<file path="config.mk">
export PLATFORM = sky130hd
export DESIGN_NAME = stepper_driver_config_regs
export DESIGN_NICKNAME = d
export VERILOG_FILES = /design/src/drv_regs_pkg.sv /design/src/amplitude_scaler.sv /design/src/on_time_monitor.sv /design/src/stepper_driver_config_regs.sv
export SDC_FILE = /design/constraint.sdc
export NUM_CORES = 1
export LEC_CHECK = 0
export BUFFER_PORTS_ARGS = -buffer_cell sky130_fd_sc_hd__buf_2
export CAP_MARGIN = 20
export CORE_ASPECT_RATIO = 0.8
export CORE_MARGIN = 3
export CORE_UTILIZATION = 60
export DETAILED_ROUTE_END_ITERATION = 6
export HOLD_SLACK_MARGIN = 0.12
export PLACE_DENSITY = 0.83
export SLEW_MARGIN = 20
export SYNTH_ARGS = -nofsm -noshare
export SYNTH_HDL_FRONTEND = slang
export SYNTH_SLANG_ARGS = --single-unit
export TNS_END_PERCENT = 20
</file>
<file path="constraint.sdc">
create_clock -name clk -period 12.9 [get_ports clk]
set_input_delay 1.29 -clock clk [delete_from_list [all_inputs] [get_ports clk]]
set_output_delay 1.29 -clock clk [all_outputs]
set_load 0.05 [all_outputs]
</file>
<file path="src/drv_regs_pkg.sv">
// Register map, field layout and timing constants of the driver register set
package drv_regs_pkg;
	localparam int ADDR_W = 7;
	localparam int DATA_W = 32;

	// Documented offsets
	localparam logic [6:0] OFS_CHOPPER_CONFIG = 7'h6C;
	localparam logic [6:0] OFS_CURRENT_ADAPT_CONFIG = 7'h6D;
	localparam logic [6:0] OFS_DC_COMMUTATION_CTRL = 7'h6E;
	localparam logic [6:0] OFS_DRIVER_STATE_FLAGS = 7'h6F;
	localparam logic [6:0] OFS_VOLTAGE_PWM_CONFIG = 7'h70;
	localparam logic [6:0] OFS_AMPLITUDE_RESULT = 7'h71;
	localparam logic [6:0] OFS_AUTO_PWM_DEFAULTS = 7'h72;
	// Interrupt and option registers
	localparam logic [6:0] OFS_IRQ_STATUS = 7'h7C;
	localparam logic [6:0] OFS_IRQ_MASK = 7'h7D;
	localparam logic [6:0] OFS_DC_OPTION = 7'h7E;

	// Reset values
	localparam logic [31:0] RST_CHOPPER_CONFIG = 32'h10410150;
	localparam logic [24:0] RST_CURRENT_ADAPT_CONFIG = 25'h0000000;
	localparam logic [23:0] RST_DC_COMMUTATION_CTRL = 24'h000000;
	localparam logic [31:0] RST_VOLTAGE_PWM_CONFIG = 32'hC40C001E;
	localparam logic [1:0] RST_IRQ = 2'h0;
	localparam logic [1:0] RST_DC_OPTION = 2'h0;

	// Register widths
	localparam int CURRENT_ADAPT_W = 25;
	localparam int DC_CTRL_W = 24;
	localparam int PWM_CONFIG_W = 32;

	// dc_commutation_ctrl fields
	localparam int COMMUTATION_ON_LIMIT_LSB = 0;
	localparam int COMMUTATION_ON_LIMIT_W = 10;
	localparam int STEP_LOSS_ON_LIMIT_LSB = 16;
	localparam int STEP_LOSS_ON_LIMIT_W = 8;

	// driver_state_flags fields
	localparam int LOAD_VALUE_W = 10;
	localparam int ERROR_FLAGS_W = 22;

	// amplitude_result fields
	localparam int DUTY_SUM_LSB = 0;
	localparam int DUTY_W = 8;
	localparam int AUTO_OFFSET_LSB = 16;
	localparam int AUTO_OFFSET_W = 9;
	localparam logic [7:0] DUTY_MAX = 8'hFF;

	// auto_pwm_defaults fields
	localparam int AUTO_OFS_LSB = 0;
	localparam int AUTO_GRAD_LSB = 16;

	// Phase current width (signed)
	localparam int CURRENT_W = 9;

	// Interrupt status bits
	localparam int IRQ_COMMUTATION = 0;
	localparam int IRQ_STEP_LOSS = 1;
	localparam int IRQ_W = 2;

	// Option bits
	localparam int OPT_HV_FULLSTEP = 0;
	localparam int OPT_HV_CHOPPER = 1;
	localparam int OPT_W = 2;

	// One step-loss unit is 16 device clock cycles
	localparam int STEP_LOSS_UNIT_CYCLES = 16;
	localparam int UNIT_CNT_W = 4;
	localparam logic [3:0] UNIT_LAST = 4'(STEP_LOSS_UNIT_CYCLES - 1);

	typedef enum logic [1:0] {
		MON_IDLE = 2'b00,
		MON_ON = 2'b01,
		MON_DONE = 2'b10
	} monitor_state_type;
endpackage : drv_regs_pkg

</file>
<file path="src/amplitude_scaler.sv">
// Duty cycle sum with offset, and scaling of the table phase currents
`timescale 1ns/1ps
module amplitude_scaler (
	input wire logic clk,
	input wire logic resetn,
	input wire logic [7:0] calc_duty,
	input wire logic [8:0] auto_offset,
	input wire logic [8:0] phase_a_current,
	input wire logic [8:0] phase_b_current,
	output logic [7:0] duty_sum,
	output logic [8:0] scaled_phase_a,
	output logic [8:0] scaled_phase_b
);
	wire signed [10:0] raw_sum = $signed({3'b000, calc_duty}) + $signed({{2{auto_offset[8]}}, auto_offset});
	wire [7:0] next_duty = raw_sum[10] ? 8'h00 :
		(raw_sum > $signed({3'b000, drv_regs_pkg::DUTY_MAX})) ? drv_regs_pkg::DUTY_MAX : raw_sum[7:0];
	wire signed [17:0] prod_a = $signed(phase_a_current) * $signed({1'b0, duty_sum});
	wire signed [17:0] prod_b = $signed(phase_b_current) * $signed({1'b0, duty_sum});

	always_ff @(posedge clk or negedge resetn) begin
		if (!resetn) begin
			duty_sum <= 8'h00;
			scaled_phase_a <= 9'h000;
			scaled_phase_b <= 9'h000;
		end else begin
			duty_sum <= next_duty;
			scaled_phase_a <= prod_a[16:8];
			scaled_phase_b <= prod_b[16:8];
		end
	end
endmodule : amplitude_scaler

</file>
<file path="src/on_time_monitor.sv">
// PWM on-time watch for commutation limit and step-loss detection
`timescale 1ns/1ps
module on_time_monitor (
	input wire logic clk,
	input wire logic resetn,
	input wire logic enable,
	input wire logic pwm_on,
	input wire logic [9:0] commutation_on_limit,
	input wire logic [7:0] step_loss_on_limit,
	input wire logic step_loss_allowed,
	output logic commutation_hit,
	output logic step_loss_hit
);
	drv_regs_pkg::monitor_state_type state;
	drv_regs_pkg::monitor_state_type next_state;
	logic [9:0] on_count;
	logic [3:0] unit_div;
	logic [7:0] unit_count;
	logic sg_done;
	wire unit_tick = (unit_div == drv_regs_pkg::UNIT_LAST);
	wire running = (state == drv_regs_pkg::MON_ON) && pwm_on;
	// Step-loss limit sits past the commutation limit, so its watch outlives it
	wire counting = (state != drv_regs_pkg::MON_IDLE) && pwm_on && enable;
	wire limit_reached = running && (on_count == commutation_on_limit);
	wire units_reached = counting && unit_tick && (unit_count + 8'h01 == step_loss_on_limit);
	wire sg_fire = units_reached && step_loss_allowed && (step_loss_on_limit != 8'h00) && !sg_done;

	always_comb begin
		next_state = state;
		unique case (state)
			drv_regs_pkg::MON_IDLE: if (enable && pwm_on) next_state = drv_regs_pkg::MON_ON;
			drv_regs_pkg::MON_ON: begin
				if (!pwm_on || !enable) next_state = drv_regs_pkg::MON_IDLE;
				else if (limit_reached) next_state = drv_regs_pkg::MON_DONE;
			end
			drv_regs_pkg::MON_DONE: if (!pwm_on || !enable) next_state = drv_regs_pkg::MON_IDLE;
			default: next_state = drv_regs_pkg::MON_IDLE;
		endcase
	end

	always_ff @(posedge clk or negedge resetn) begin
		if (!resetn) begin
			state <= drv_regs_pkg::MON_IDLE;
			on_count <= 10'h000;
			unit_div <= 4'h0;
			unit_count <= 8'h00;
			sg_done <= 1'b0;
			commutation_hit <= 1'b0;
			step_loss_hit <= 1'b0;
		end else begin
			state <= next_state;
			on_count <= running ? on_count + 10'h001 : 10'h001;
			unit_div <= counting ? unit_div + 4'h1 : 4'h0;
			if (!counting) unit_count <= 8'h00;
			else if (unit_tick) unit_count <= unit_count + 8'h01;
			sg_done <= counting && (sg_done || sg_fire);
			commutation_hit <= limit_reached;
			step_loss_hit <= sg_fire;
		end
	end
endmodule : on_time_monitor

</file>
<file path="src/stepper_driver_config_regs.sv">
// Driver register bank: configuration, DC commutation watch, status and amplitude results
`timescale 1ns/1ps
module stepper_driver_config_regs (
	input wire logic clk,
	input wire logic resetn,
	input wire logic [6:0] reg_addr,
	input wire logic [31:0] reg_wdata,
	input wire logic reg_write,
	input wire logic reg_read,
	output logic [31:0] reg_rdata,
	input wire logic dc_mode_enable_pin,
	input wire logic above_dc_min_velocity,
	input wire logic above_high_velocity,
	input wire logic pwm_on,
	input wire logic [9:0] load_value,
	input wire logic [21:0] driver_error_flags,
	input wire logic [7:0] calc_duty,
	input wire logic [8:0] auto_offset,
	input wire logic [7:0] auto_ofs_value,
	input wire logic [7:0] auto_gradient_value,
	input wire logic [8:0] phase_a_current,
	input wire logic [8:0] phase_b_current,
	output logic [31:0] chopper_config,
	output logic [24:0] current_adapt_config,
	output logic [31:0] voltage_pwm_config,
	output logic high_velocity_chopper,
	output logic dc_mode_active,
	output logic commutation_end,
	output logic step_loss_event,
	output logic [8:0] scaled_phase_a,
	output logic [8:0] scaled_phase_b,
	output logic irq
);
	logic [23:0] dc_commutation_ctrl;
	logic [1:0] dc_option;
	logic [1:0] irq_status;
	logic [1:0] irq_mask;
	logic [7:0] duty_sum;
	logic [8:0] auto_offset_q;
	logic [7:0] auto_ofs_q;
	logic [7:0] auto_grad_q;
	logic commutation_hit;
	logic step_loss_hit;

	// Address decode
	wire sel_chopper = (reg_addr == drv_regs_pkg::OFS_CHOPPER_CONFIG);
	wire sel_adapt = (reg_addr == drv_regs_pkg::OFS_CURRENT_ADAPT_CONFIG);
	wire sel_dc_ctrl = (reg_addr == drv_regs_pkg::OFS_DC_COMMUTATION_CTRL);
	wire sel_state = (reg_addr == drv_regs_pkg::OFS_DRIVER_STATE_FLAGS);
	wire sel_pwm_cfg = (reg_addr == drv_regs_pkg::OFS_VOLTAGE_PWM_CONFIG);
	wire sel_amp = (reg_addr == drv_regs_pkg::OFS_AMPLITUDE_RESULT);
	wire sel_auto = (reg_addr == drv_regs_pkg::OFS_AUTO_PWM_DEFAULTS);
	wire sel_irq_status = (reg_addr == drv_regs_pkg::OFS_IRQ_STATUS);
	wire sel_irq_mask = (reg_addr == drv_regs_pkg::OFS_IRQ_MASK);
	wire sel_option = (reg_addr == drv_regs_pkg::OFS_DC_OPTION);

	// only writable registers decode a write
	wire wr_chopper = reg_write && sel_chopper;
	wire wr_adapt = reg_write && sel_adapt;
	wire wr_dc_ctrl = reg_write && sel_dc_ctrl;
	wire wr_pwm_cfg = reg_write && sel_pwm_cfg;
	wire wr_irq_status = reg_write && sel_irq_status;
	wire wr_irq_mask = reg_write && sel_irq_mask;
	wire wr_option = reg_write && sel_option;

	// Field extraction
	wire [9:0] commutation_on_limit = dc_commutation_ctrl[drv_regs_pkg::COMMUTATION_ON_LIMIT_LSB
		+: drv_regs_pkg::COMMUTATION_ON_LIMIT_W];
	wire [7:0] step_loss_on_limit = dc_commutation_ctrl[drv_regs_pkg::STEP_LOSS_ON_LIMIT_LSB
		+: drv_regs_pkg::STEP_LOSS_ON_LIMIT_W];

	// pin or velocity enables DC mode
	wire next_dc_mode = dc_mode_enable_pin || above_dc_min_velocity;

	wire step_loss_allowed = !above_high_velocity || dc_option[drv_regs_pkg::OPT_HV_FULLSTEP];

	// Event vector; set beats a same-cycle clear
	wire [1:0] events = {step_loss_hit, commutation_hit};
	wire [1:0] next_irq_status = events
		| (irq_status & ~(wr_irq_status ? reg_wdata[drv_regs_pkg::IRQ_W-1:0] : 2'h0));
	wire next_irq = |(next_irq_status & irq_mask);

	// load value low, error flags high
	wire [31:0] state_word = {driver_error_flags, load_value};

	wire [31:0] amp_word = {7'h00, auto_offset_q, 8'h00, duty_sum};

	wire [31:0] auto_word = {8'h00, auto_grad_q, 8'h00, auto_ofs_q};

	// write-only registers read as zero, left untouched
	wire [31:0] next_rdata =
		sel_chopper ? chopper_config :
		sel_state ? state_word :
		sel_amp ? amp_word :
		sel_auto ? auto_word :
		sel_irq_status ? {30'h00000000, irq_status} :
		sel_irq_mask ? {30'h00000000, irq_mask} :
		sel_option ? {30'h00000000, dc_option} :
		32'h00000000;

	always_ff @(posedge clk or negedge resetn) begin
		if (!resetn) chopper_config <= drv_regs_pkg::RST_CHOPPER_CONFIG;
		else if (wr_chopper) chopper_config <= reg_wdata;
	end

	always_ff @(posedge clk or negedge resetn) begin
		if (!resetn) current_adapt_config <= drv_regs_pkg::RST_CURRENT_ADAPT_CONFIG;
		else if (wr_adapt) current_adapt_config <= reg_wdata[drv_regs_pkg::CURRENT_ADAPT_W-1:0];
	end

	always_ff @(posedge clk or negedge resetn) begin
		if (!resetn) dc_commutation_ctrl <= drv_regs_pkg::RST_DC_COMMUTATION_CTRL;
		else if (wr_dc_ctrl) dc_commutation_ctrl <= reg_wdata[drv_regs_pkg::DC_CTRL_W-1:0];
	end

	always_ff @(posedge clk or negedge resetn) begin
		if (!resetn) voltage_pwm_config <= drv_regs_pkg::RST_VOLTAGE_PWM_CONFIG;
		else if (wr_pwm_cfg) voltage_pwm_config <= reg_wdata[drv_regs_pkg::PWM_CONFIG_W-1:0];
	end

	always_ff @(posedge clk or negedge resetn) begin
		if (!resetn) begin
			dc_option <= drv_regs_pkg::RST_DC_OPTION;
			high_velocity_chopper <= 1'b0;
		end else begin
			if (wr_option) dc_option <= reg_wdata[drv_regs_pkg::OPT_W-1:0];
			high_velocity_chopper <= dc_option[drv_regs_pkg::OPT_HV_CHOPPER];
		end
	end

	always_ff @(posedge clk or negedge resetn) begin
		if (!resetn) begin
			irq_status <= drv_regs_pkg::RST_IRQ;
			irq_mask <= drv_regs_pkg::RST_IRQ;
			irq <= 1'b0;
		end else begin
			irq_status <= next_irq_status;
			if (wr_irq_mask) irq_mask <= reg_wdata[drv_regs_pkg::IRQ_W-1:0];
			irq <= next_irq;
		end
	end

	// Read data valid only the cycle after the strobe
	always_ff @(posedge clk or negedge resetn) begin
		if (!resetn) reg_rdata <= 32'h00000000;
		else if (reg_read) reg_rdata <= next_rdata;
		else reg_rdata <= 32'h00000000;
	end

	// Registered inputs so amplitude and default reads are a clean snapshot
	always_ff @(posedge clk or negedge resetn) begin
		if (!resetn) begin
			auto_offset_q <= 9'h000;
			auto_ofs_q <= 8'h00;
			auto_grad_q <= 8'h00;
			dc_mode_active <= 1'b0;
			commutation_end <= 1'b0;
			step_loss_event <= 1'b0;
		end else begin
			auto_offset_q <= auto_offset;
			auto_ofs_q <= auto_ofs_value;
			auto_grad_q <= auto_gradient_value;
			dc_mode_active <= next_dc_mode;
			commutation_end <= commutation_hit;
			step_loss_event <= step_loss_hit;
		end
	end

	on_time_monitor monitor (
		.clk(clk),
		.resetn(resetn),
		.enable(dc_mode_active),
		.pwm_on(pwm_on),
		.commutation_on_limit(commutation_on_limit),
		.step_loss_on_limit(step_loss_on_limit),
		.step_loss_allowed(step_loss_allowed),
		.commutation_hit(commutation_hit),
		.step_loss_hit(step_loss_hit)
	);

	amplitude_scaler scaler (
		.clk(clk),
		.resetn(resetn),
		.calc_duty(calc_duty),
		.auto_offset(auto_offset),
		.phase_a_current(phase_a_current),
		.phase_b_current(phase_b_current),
		.duty_sum(duty_sum),
		.scaled_phase_a(scaled_phase_a),
		.scaled_phase_b(scaled_phase_b)
	);
endmodule : stepper_driver_config_regs

</file>
---- Word-level counts from Yosys, hierarchy flattened ----
Index checks and enable logic that the tools add are counted.
word-level totals
  word-level logic and storage cells ...... 107
  flip-flop bits (word level) ............. 234
  input port bits ......................... 130
  output and inout port bits .............. 144
operators by class
  equality and inequality tests ........... 19
  add/subtract/negate cells ............... 4
  reductions and logical operators ........ 31
  multiplexer cells ....................... 20
  bitwise gates (word level) .............. 4
  multiply operators ...................... 2
  $lt $le $gt $ge ......................... 1
operators by type and width
  kind                   number
  $mux 32                3
  $eq 7x7->1 const B     10
  $mul 9x9->17           2
  $mux 8                 4
  $mux 25                1
  $mux 24                1
  $logic_and 1x1->1      18
  $mux 2                 8
  $gt 11x9->1 const B    1
  $add 10x1->10 const B  1
  $add 9x9->10           1
  $eq 10x10->1           1
  $mux 10                1
  $add 8x1->8 const B    1
  $eq 8x8->1             1
  $reduce_bool 8->1      1
  $ne 2x1->1 const B     3
  $pmux 2 s3             1
  $add 4x1->4 const B    1
  $and 2x2->2            2
  $eq 4x4->1 const B     1
  $logic_not 1->1        4
  $logic_or 1x1->1       4
  $mux 4                 1
  9 further kinds        9

---- Longest topological paths before layout ----
Gate-level depths: netlist of the first run.
  depth after elaboration ................. 10
  mapped depth ............................ 18
  mapped depth without buffers ............ 17

---- Hierarchy ----
From an unflattened synthesis of the first run, not the netlist that was laid out.
unflattened totals
  cells, all modules ...................... 1340
  area total of the unflattened synthesis .. 14851.7 µm²
by module, submodules not included
  module                      times used  area each (µm²)  cells an instance  sequential area each (µm²)
  stepper_driver_config_regs  1           7208.2           505                4398.0
  amplitude_scaler            1           6124.6           677                650.6
  on_time_monitor             1           1519.0           158                675.6

---- Worst setup path before layout of the first run ----
No wires, ideal clock.
  kind .................................... input to register
  start ................................... input port phase_a_current[8]
  end ..................................... register scaler.scaled_phase_a[6]
  path slack .............................. 7.768 ns
  required time ........................... 12.820 ns
  arrival time ............................ 5.052 ns
  library setup time ...................... 0.080 ns
  stages .................................. 15
  path buffers ............................ 1
  cell sequence ........................... clkbuf_1 -> nand2_1 -> fa_1 -> fa_1 -> inv_1 -> fa_1 -> inv_1 -> fa_1 -> inv_1 -> ha_1 -> o21a_1 -> o21ai_0 -> o21bai_2 -> a21oi_1 -> xnor2_1
between the ends
  cells in the longest elaborated chain, start to end .. 1
ends and longest elaborated chain
  what                    RTL line                          source
  start: declaration      stepper_driver_config_regs.sv:21  input wire logic [8:0] phase_a_current,
  $mul 9x9->17            amplitude_scaler.sv:17            wire signed [17:0] prod_a = $signed(phase_a_current) * $signed({1'b0, duty_sum});
  net scaler.prod_a[14]   amplitude_scaler.sv:17
  end signal: assignment  amplitude_scaler.sv:27            scaled_phase_a <= prod_a[16:8];
  end: declaration        amplitude_scaler.sv:11            output logic [8:0] scaled_phase_a,
The timed path passes the listed nets, and every way through them passes these cells.
A chain may end at the register's enable or synchronous reset.

---- Worst setup path after layout of the first run ----
Ends and elaborated chain as after synthesis.

==> results of run 1 <==
[critical path: cells and delay by family]
family / cells / cell delay (ps)
xor gates and xnor gates: 1 / 150
AOI/OAI and AO/OA: 4 / 840
and+or+nand+nor: 1 / 140
buffers and inverters: 4 / 310
adders and majority gates: 5 / 2530
[placed cells by master (no fill, tap or decap), types with 39 or more instances in the layout]
master   count
and2_1      69
ha_1        69
xnor2_1     39
nand2_1    112
mux2_2      88
buf_2      272
nor2_1      41
dfrtp_1    213
inv_1      171
fa_1       115
[layer usage]
| layer | track usage, % | vias up |
|---|---|---|
| li1 | - | 4609 |
| met5 | 0 | - |
| met4 | 9.46 | 0 |
| met1 | 39.7 | 5119 |
| met3 | 6.33 | 80 |
| met2 | 43.6 | 438 |
[worst max-delay path by stage]
stage                                         endpoint  cells past startpoint                    startpoint  slack (ps)
floorplan           scaler.scaled_phase_a[6]$_DFF_PN0_                     15            phase_a_current[8]        7770
global placement    scaler.scaled_phase_a[6]$_DFF_PN0_                     15            phase_a_current[8]        7670
detailed placement  scaler.scaled_phase_b[8]$_DFF_PN0_                     15            phase_b_current[8]        7570
CTS                 scaler.scaled_phase_a[6]$_DFF_PN0_                     14  scaler.duty_sum[0]$_DFF_PN0_        8070
global route        scaler.scaled_phase_b[8]$_DFF_PN0_                     15  scaler.duty_sum[0]$_DFF_PN0_        7720
finish              scaler.scaled_phase_a[6]$_DFF_PN0_                     15            phase_a_current[8]        8040
[metrics by stage]
step | hold WS, ps | total power [mW] | setup slack, ps
after detailed placement | 401 | 2.97 | 7570
after global placement | 391 | 2.89 | 7670
final | 413 | 3.65 | 8040
after CTS | 410 | 3.67 | 8070
after global routing | 424 | 3.97 | 7720
after floorplan | 355 | 2.49 | 7770
[power by group]
group / switching, mW / internal (mW) / leakage, nW
clock network: 0.277 / 0.401 / 0.375
registers: 0.0649 / 0.820 / 2.96
logic: 1.24 / 0.850 / 5.25
total: 1.58 / 2.07 / 8.59
[cells by family after synthesis]
family	Yosys count	share of synthesized area [%]
AOI/OAI and AO/OA	135	7.07
adders and majority gates	184	22.5
buffers and inverters	212	5.86
muxes	110	8.80
xor gates and xnor gates	66	4.10
and+or+nand+nor	308	11.0
DFF	228	40.6
[cells in the mapped netlist, drive strengths merged, types with 4 or more instances]
master,count
mux2,110
fa,115
a222oi,17
o21ai,17
nand2b,4
or3,5
nor2,47
xnor2,39
and2,69
a21boi,16
nor2b,20
xor2,27
and3,4
nor3,5
dfstp,15
nand4,11
dfrtp,213
a21o,7
a21oi,32
nand4b,4
buf,16
nor4,4
nand3,14
a22oi,17
nand2,113
inv,172
o21a,4
clkbuf,24
ha,69
[flip-flops by register name, indices dropped and copies added, names as in the netlist, 10 cells and up]
| register | cells |
|---|---|
| chopper_config | 32 |
| current_adapt_config | 25 |
| dc_commutation_ctrl | 18 |
| monitor.on_count | 10 |
| reg_rdata | 32 |
| voltage_pwm_config | 32 |
[layout make-up]
class                      count  area, µm²  share of cell area [%]
multi-input combinational    803       7540                    45.7
sequential                   228       5720                    34.7
timing repair buffer         281       1440                    8.70
clock buffer                  39        718                    4.35
inverter                     172        646                    3.91
tap                          306        383                    2.32
clock inverter                 5       56.3                   0.341
antenna                        3       7.51                  0.0455
==> flow_summary_export.csv, run 1 <==
group,metric,value,unit
run_status,status,"finished clean",
clocking,postCtsSetupBuffers,0,
critical_path,r2r-start,"scaler.duty_sum[0]$_DFF_PN0_",
synth,synth_area,0.0141,mm²
detailed_routing,dr_wl_met3,2900,µm
detailed_routing,met2_length,16500,µm
clocking,clock_sinks,228,
detailed_routing,drt_iter0_drc,684,
synth,yosysTopAreaCell,"dfrtp_1",
critical_path,crit_fanout,8,
sta,slew_headroom,25.0,%
synth,synthFlopType,"dfrtp_1",
finish,stdcell_count,1837,
clocking,clk_pin_slew,60,ps
power,p_leak,8.59,nW
synth,synth-edff-count,0,
clocking,holdBufCountCts,0,
placement,gp_congestion,0.891,
finish,final_area,0.0165,mm²
clocking,cts.repair.resized,0,
clocking,cts-root-buf,"clkbuf_16",
detailed_routing,drc,0,
placement,placed_cells,1790,
floorplan,die_area,0.0254,mm²
placement,numPortBuffers,273,
sta,final.setup.tns,0,ps
sta,hold_violations,0,
clocking,numCtsBuffers,24,
floorplan,io_pins,274,
floorplan,fp.coreArea,0.0227,mm²
finish,n_fill_cell,1582,
hold_path,min_path_type,"reg -> reg",
detailed_routing,maxUsedRoutingLayer,"met4",
sta,fmax,206,MHz
critical_path,max_stage_delay,680,ps
power,powerDensity,221,mW/mm²
synth,synth_cell_types,61,
finish,nets,1824,
synth,syn_area_per_cell,11.3,µm²
finish,post-route-util,72.6,%
global_routing,grt_pass1_vias,10812,
floorplan,dieHeight,143,µm
clocking,clk_latency,510,ps
floorplan,die_w,177,µm
critical_path,reg2reg_setup_slack,8050,ps
power,ir_worst_vdd,0.000245,V
critical_path,r2r-end,"scaler.scaled_phase_a[6]$_DFF_PN0_",
floorplan,initial_utilization,61.9,%
hold_path,min_from,"monitor.step_loss_hit$_DFF_PN0_",
global_routing,grt.overflow.total,0,
detailed_routing,vias,10246,
critical_path,endpoint_kind,"register",
synth,ys_warn_count,0,
sta,slew_violations,0,
sta,skew,14.9,ps
synth,yosys_register_bits,228,
critical_path,worstPathArrival,5270,ps
critical_path,cp.required,13310,ps
floorplan,rows,49,
critical_path,cp_common_cell,"fa_1",
clocking,cts_tree,"yes",
sta,setup_violations,0,
placement,dpl-instance-area,0.0157,mm²
hold_path,hold_path_end,"step_loss_event$_DFF_PN0_",
global_routing,grt_pass1_wl,56400,µm
global_routing,grt_max_degree,104,
synth,yosysTopAreaCellShare,37.8,%
critical_path,worst_path_max_delay_cell,"fa_1",
synth,synth_async_sr_flop_share,100,%
hold_path,min_path_cells,0,
sta,tightest_slew,1120,ps
detailed_routing,drt_wl_total,35300,µm
finish,syn2layout_area_growth,17.3,%
detailed_routing,wl_per_cell,19.2,µm
critical_path,critPathKind,"in -> reg",
synth,ys_top_cells_by_area,"dfrtp_1 38%, fa_1 16%, mux2_2 7.0%",
detailed_routing,via_per_inst,5.58,
detailed_routing,ant_nets,0,
synth,postSynthCellCount,1243,
synth,yosysSeqAreaShare,40.6,%
flow_run,max_cap_violations,0,
placement,post-dp-hpwl,26500,µm
global_routing,antenna_found_initial,2,
detailed_routing,dr.pass1.iters,6,
finish,drive_gt1_share,28.7,%
global_routing,track_usage,28.1,%
sta,rsz0062_at_grt,"false",
critical_path,start_kind,"input port",
detailed_routing,drt-met1-wl,14900,µm
critical_path,cp_cell_sequence,"buf_2 -> nand2_1 -> fa_1 -> fa_1 -> inv_1 -> fa_1 -> inv_1 -> fa_1 -> inv_1 -> ha_1 -> o21a_1 -> o21ai_0 -> o21bai_2 -> a21oi_1 -> xnor2_1",
clocking,clock_path_buffers,3,
synth,synth_nets,1557,
sta,fin_crit_sh,37.7,%
sta,fin_crit,4860,ps
clocking,h-tree-depth,1,
critical_path,reg2regPathDepth,14,
Power figures use the tool's default switching activity.
==> inputs of run 2 (changes only) <==
--- a/config.mk
+++ b/config.mk
@@ -9,10 +9,10 @@
 export CAP_MARGIN = 20
 export CORE_ASPECT_RATIO = 0.8
 export CORE_MARGIN = 3
-export CORE_UTILIZATION = 60
+export CORE_UTILIZATION = 57
 export DETAILED_ROUTE_END_ITERATION = 6
 export HOLD_SLACK_MARGIN = 0.12
-export PLACE_DENSITY = 0.83
+export PLACE_DENSITY = 0.79
 export SLEW_MARGIN = 20
 export SYNTH_ARGS = -nofsm -noshare
 export SYNTH_HDL_FRONTEND = slang
==> constraint.sdc (replaced) <==
create_clock -name clk -period 4.8 [get_ports clk]
set_input_delay 0.48 -clock clk [delete_from_list [all_inputs] [get_ports clk]]
set_output_delay 0.48 -clock clk [all_outputs]
set_load 0.05 [all_outputs]
==> run 2 against run 1 <==
Against the previous run:
- worst setup slack lost 7800 ps
- sequential share of layout area shrank 0.45 points
- die area grew 5.1%
- critical endpoint is now scaler.scaled_phase_a[7]$_DFF_PN0_
- largest cell class unchanged
- highest routed layer is now met5
==> flow_summary_export.csv, run 2 (synthesis results as in run 1) <==
group,metric,value,unit
run_status,status,"finished clean",
placement,numPortBuffers,273,
power,p_leak,8.69,nW
detailed_routing,wl_per_cell,18.8,µm
sta,tightest_slew,1130,ps
finish,drive_gt1_share,28.8,%
finish,final_area,0.0167,mm²
clocking,numCtsBuffers,23,
finish,n_antenna_cell,0,
critical_path,worst_path_dominant_cell_family,"adder cells",
global_routing,track_usage,26.7,%
power,powerDensity,580,mW/mm²
detailed_routing,drc,0,
clocking,clk_latency,510,ps
detailed_routing,drt_wl_total,35200,µm
floorplan,io_pins,274,
clocking,cts_tree,"yes",
sta,hold_violations,0,
critical_path,start_kind,"register",
clocking,clk_pin_slew,70,ps
global_routing,grt.overflow.total,0,
global_routing,antenna_found_initial,3,
finish,syn2layout_area_growth,18.9,%
critical_path,path_buf_inv,3,
finish,nets,1852,
sta,fin_crit_sh,94.2,%
detailed_routing,via_per_inst,5.52,
clocking,cts-root-buf,"clkbuf_16",
placement,gp_congestion,0.892,
floorplan,rows,50,
detailed_routing,vias,10294,
sta,skew,22.9,ps
sta,fmax,221,MHz
power,p_total,9.72,mW
sta,slew_violations,0,
clocking,clock_path_buffers,3,
sta,rsz0062_at_grt,"false",
flow_run,max_cap_violations,0,
sta,slew_headroom,24.6,%
floorplan,fp.coreArea,0.0238,mm²
critical_path,max_stage_delay,760,ps
detailed_routing,drt_iter0_drc,708,
critical_path,worst_path_max_delay_cell,"dfrtp_1",
detailed_routing,dr.pass1.iters,6,
sta,final.setup.tns,0,ps
critical_path,cp_cell_sequence,"nand2_1 -> fa_1 -> inv_1 -> fa_1 -> fa_1 -> inv_1 -> fa_1 -> inv_1 -> ha_1 -> a21oi_1 -> o211ai_1 -> a21oi_2 -> nor2_2 -> a41oi_1 -> xnor2_1",
sta,setup_violations,0,
critical_path,critPathKind,"reg -> reg",
critical_path,worstPathArrival,4940,ps
placement,dpl-instance-area,0.0158,mm²
finish,reg.largest.list,"chopper_config x32, reg_rdata x32, voltage_pwm_config x32",
clocking,clock_sinks,228,
critical_path,cp.required,5220,ps
critical_path,cp_common_cell,"fa_1",
clocking,h-tree-depth,1,
finish,layout_common_cells,"272 x buf_2, 212 x dfrtp_1, 171 x inv_1, 115 x fa_1, 112 x nand2_1",
global_routing,grt_pass1_vias,10570,
critical_path,endpoint_kind,"register",
sta,fin_crit,4520,ps
global_routing,grt_max_degree,102,
critical_path,crit_fanout,19,
floorplan,die_area,0.0266,mm²
global_routing,grt_pass1_wl,57500,µm
power,ir_worst_vdd,0.000477,V
floorplan,initial_utilization,59.1,%
floorplan,dieHeight,147,µm
detailed_routing,ant_nets,0,
finish,final_common_cell,"buf_2",
floorplan,die_w,182,µm
placement,post-dp-hpwl,26300,µm
hold_path,min_path_type,"in -> reg",
clocking,postCtsSetupBuffers,0,
[run 2: changes by cell type in the layout (fill, tap and decap cells not counted), moves of 2 or more]
| cell | before | now |
|---|---|---|
| diode_2 | 3 | 0 |
| buf_4 | 8 | 15 |
| clkbuf_16 | 25 | 23 |
| dlygate4sd3_1 | 0 | 22 |
| clkbuf_8 | 4 | 7 |
| clkbuf_1 | 10 | 7 |
[run 2: layout make-up]
cell class                 count  area (µm²)
clock buffer                  37         698
fill                        1722        7100
tap                          312         390
inverter                     172         646
multi-input combinational    803        7540
sequential                   228        5730
timing repair buffer         310        1710
clock inverter                 4        25.0
[run 2: through the flow]
stage	hold WS (ps)	std cells	util, %	worst slack, ps
2_1_floorplan	184	1243	-	441
3_3_place_gp	383	1803	66.3	344
3_5_place_dp	383	1803	66.3	242
4_1_cts	122	1866	70.2	233
5_1_grt	123	1866	70.2	15.6
6_report	139	1866	70.2	280
[run 2: worst paths after layout]
path	start	to	slack, ps	cells after the start
max in group asynchronous	resetn	current_adapt_config[7]$_DFFE_PN0P_	3050	3
max	scaler.duty_sum[5]$_DFF_PN0_	scaler.scaled_phase_a[7]$_DFF_PN0_	280	15
min reg2reg	monitor.commutation_hit$_DFF_PN0_	commutation_end$_DFF_PN0_	400	0
min	auto_offset[1]	auto_offset_q[1]$_DFF_PN0_	140	1
max reg2reg	scaler.duty_sum[5]$_DFF_PN0_	scaler.scaled_phase_a[7]$_DFF_PN0_	280	15
min in group asynchronous	resetn	scaler.scaled_phase_b[6]$_DFF_PN0_	580	2
[run 2: routing by layer]
metal	track usage (%)	vias up	routed length, µm
li1	-	4666	-
met1	40.0	5194	15700
met2	41.5	381	16200
met3	5.75	47	2750
met4	4.11	6	513
met5	0	-	33
[run 2: where the power goes]
| part | leakage [nW] | internal, mW | switching, mW |
|---|---|---|---|
| combinational | 5.38 | 2.31 | 3.33 |
| clock | 0.350 | 0.993 | 0.738 |
| sequential | 2.96 | 2.20 | 0.142 |
| total | 8.69 | 5.51 | 4.21 |
[run 2: what timing repair did]
item,CTS,global route
gates resized for setup,0,1
hold endpoints to repair,116,0
hold buffers,22,0
setup endpoints to repair,0,3
==> inputs of run 3 (changes only) <==
--- a/config.mk
+++ b/config.mk
@@ -7,9 +7,11 @@
 export LEC_CHECK = 0
 export BUFFER_PORTS_ARGS = -buffer_cell sky130_fd_sc_hd__buf_2
 export CAP_MARGIN = 20
+export CELL_PAD_IN_SITES_DETAIL_PLACEMENT = 2
+export CELL_PAD_IN_SITES_GLOBAL_PLACEMENT = 2
 export CORE_ASPECT_RATIO = 0.8
-export CORE_MARGIN = 3
-export CORE_UTILIZATION = 57
+export CORE_MARGIN = 2
+export CORE_UTILIZATION = 37
 export DETAILED_ROUTE_END_ITERATION = 6
 export HOLD_SLACK_MARGIN = 0.12
 export PLACE_DENSITY = 0.79
==> run 3 against run 2 <==
Against the previous run:
- first-iteration DRC count fell by 19%
- sequential power barely moved
- sequential share of layout area fell by 0.87 points
- clock skew fell by 12 ps
- die area rose by 49%
- register-to-register slack improved by 40 ps
- routed wire length rose by 32%
- global-route usage fell by 3.0 points
- maximum frequency rose by 0.85%
- combinational power rose by 3%
- non-clock buffer count rose by 6
- critical path type unchanged
- largest power group unchanged
==> flow_summary_export.csv, run 3 (synthesis results as in run 1) <==
group,metric,value,unit
sta,holdWs,156,ps
finish,drive_gt1_share,29.3,%
hold_path,min_path_type,"in -> reg",
detailed_routing,drt_wl_total,46500,µm
power,ir_worst_vdd,0.000339,V
detailed_routing,dr.pass1.iters,5,
critical_path,crit_fanout,19,
floorplan,die_area,0.0396,mm²
clocking,numCtsBuffers,25,
detailed_routing,drt_iter0_drc,570,
placement,placed_cells,1978,
floorplan,dieHeight,178,µm
placement,dpl-instance-area,0.0160,mm²
placement,gp_congestion,0.808,
critical_path,cp.required,5220,ps
power,p_leak,8.78,nW
clocking,clock_path_buffers,3,
clocking,cts_tree,"yes",
global_routing,grt_pass1_wl,72500,µm
floorplan,initial_utilization,37.8,%
clocking,h-tree-depth,1,
floorplan,fp.coreArea,0.0373,mm²
finish,reg.largest.list,"chopper_config x32, reg_rdata x32, voltage_pwm_config x32",
sta,skew,11.2,ps
placement,numPortBuffers,273,
power,p_total,10.2,mW
global_routing,grt.overflow.total,0,
sta,rsz0062_at_grt,"false",
finish,syn2layout_area_growth,22.1,%
clocking,clk_pin_slew,70,ps
sta,setup_violations,0,
clocking,clock_sinks,228,
finish,post-route-util,46.1,%
run_status,status,"finished clean",
sta,final.setup.tns,0,ps
placement,post-dp-hpwl,35500,µm
flow_run,max_cap_violations,0,
clocking,postCtsSetupBuffers,0,
floorplan,rows,63,
finish,stdcell_count,2059,
finish,final_area,0.0172,mm²
critical_path,start_kind,"register",
global_routing,track_usage,23.8,%
sta,slew_headroom,25.6,%
detailed_routing,wl_per_cell,22.6,µm
sta,tightest_slew,1110,ps
global_routing,grt_max_degree,76,
global_routing,antenna_found_initial,5,
floorplan,io_pins,274,
sta,slew_violations,0,
finish,layout_common_cells,"272 x buf_2, 208 x dfrtp_1, 171 x inv_1, 115 x fa_1, 112 x nand2_1",
critical_path,worstPathArrival,4910,ps
power,powerDensity,592,mW/mm²
critical_path,critPathKind,"reg -> reg",
placement,dp_worst_setup_slack,68.8,ps
sta,hold_violations,0,
sta,worst_slack,318,ps
floorplan,die_w,222,µm
clocking,cts-root-buf,"clkbuf_16",
detailed_routing,vias,10550,
global_routing,grt_pass1_vias,12093,
detailed_routing,via_per_inst,5.12,
finish,nets,1860,
sta,fin_crit,4480,ps
finish,final_common_cell,"buf_2",
detailed_routing,drc,0,
sta,fmax,223,MHz
critical_path,endpoint_kind,"register",
clocking,clk_latency,520,ps
sta,fin_crit_sh,93.4,%
detailed_routing,ant_nets,0,
[run 3: changes by cell type in the layout (fill, tap and decap cells not counted), sizes merged]
cell and change:
buf +2, bufinv +3, clkbuf -2, inv +1
clkinv +2, diode +8, dlygate4sd3 +4
[run 3: path summary, 6_finish.rpt]
path	cells after the start	from	endpoint	slack [ps]
hold / removal	2	dc_mode_enable_pin	dc_mode_active$_DFF_PN0_	160
setup reg to reg	15	scaler.duty_sum[2]$_DFF_PN0_	scaler.scaled_phase_b[8]$_DFF_PN0_	320
hold reg to reg	0	monitor.step_loss_hit$_DFF_PN0_	step_loss_event$_DFF_PN0_	440
min in group asynchronous	2	resetn	scaler.scaled_phase_b[1]$_DFF_PN0_	500
max in group asynchronous	3	resetn	voltage_pwm_config[26]$_DFFE_PN1P_	3240
setup / recovery	15	scaler.duty_sum[2]$_DFF_PN0_	scaler.scaled_phase_b[8]$_DFF_PN0_	320
[run 3: timing repair]
| action | 4_1_cts | 5_1_grt |
|---|---|---|
| setup endpoints to repair | 0 | 9 |
| gates resized for setup | 0 | 5 |
| hold buffers | 25 | 1 |
| endpoints found under the hold margin | 92 | 1 |
[run 3: area by class of cell]
type | count | area [µm²]
Multi-Input combinational cell | 803 | 7560
Fill cell | 3868 | 20100
Clock inverter | 10 | 140
Clock buffer | 35 | 703
Timing Repair Buffer | 316 | 1790
Sequential cell | 228 | 5730
Tap cell | 487 | 609
Inverter | 172 | 646
Antenna cell | 8 | 20.0
[run 3: worst max-delay path: stages, from the launching register on]
cell and delay [ps]:
dfrtp_2 610, nand2_1 110, fa_1 600, fa_1 540, inv_1 50, fa_1 480, inv_1 60, fa_1 530
inv_1 40, ha_1 350, a21oi_1 140, o21ai_0 110, a21oi_1 200, nand2_1 120, a31oi_1 260, xnor2_1 170
[run 3: report_power, final]
part           total, mW  switching (mW)  internal, mW
sequential          2.37           0.162          2.21
combinational       5.83            3.48          2.34
clock               1.99           0.798          1.19
total               10.2            4.44          5.74
[run 3: layer usage]
| layer | GRT usage [%] | vias to the layer above | wire length (µm) |
|---|---|---|---|
| met4 | 7.40 | 0 | 1070 |
| met3 | 3.44 | 66 | 1840 |
| li1 | - | 4676 | - |
| met1 | 31.4 | 5581 | 20300 |
| met2 | 40.5 | 227 | 23300 |
| met5 | 0 | - | 0 |
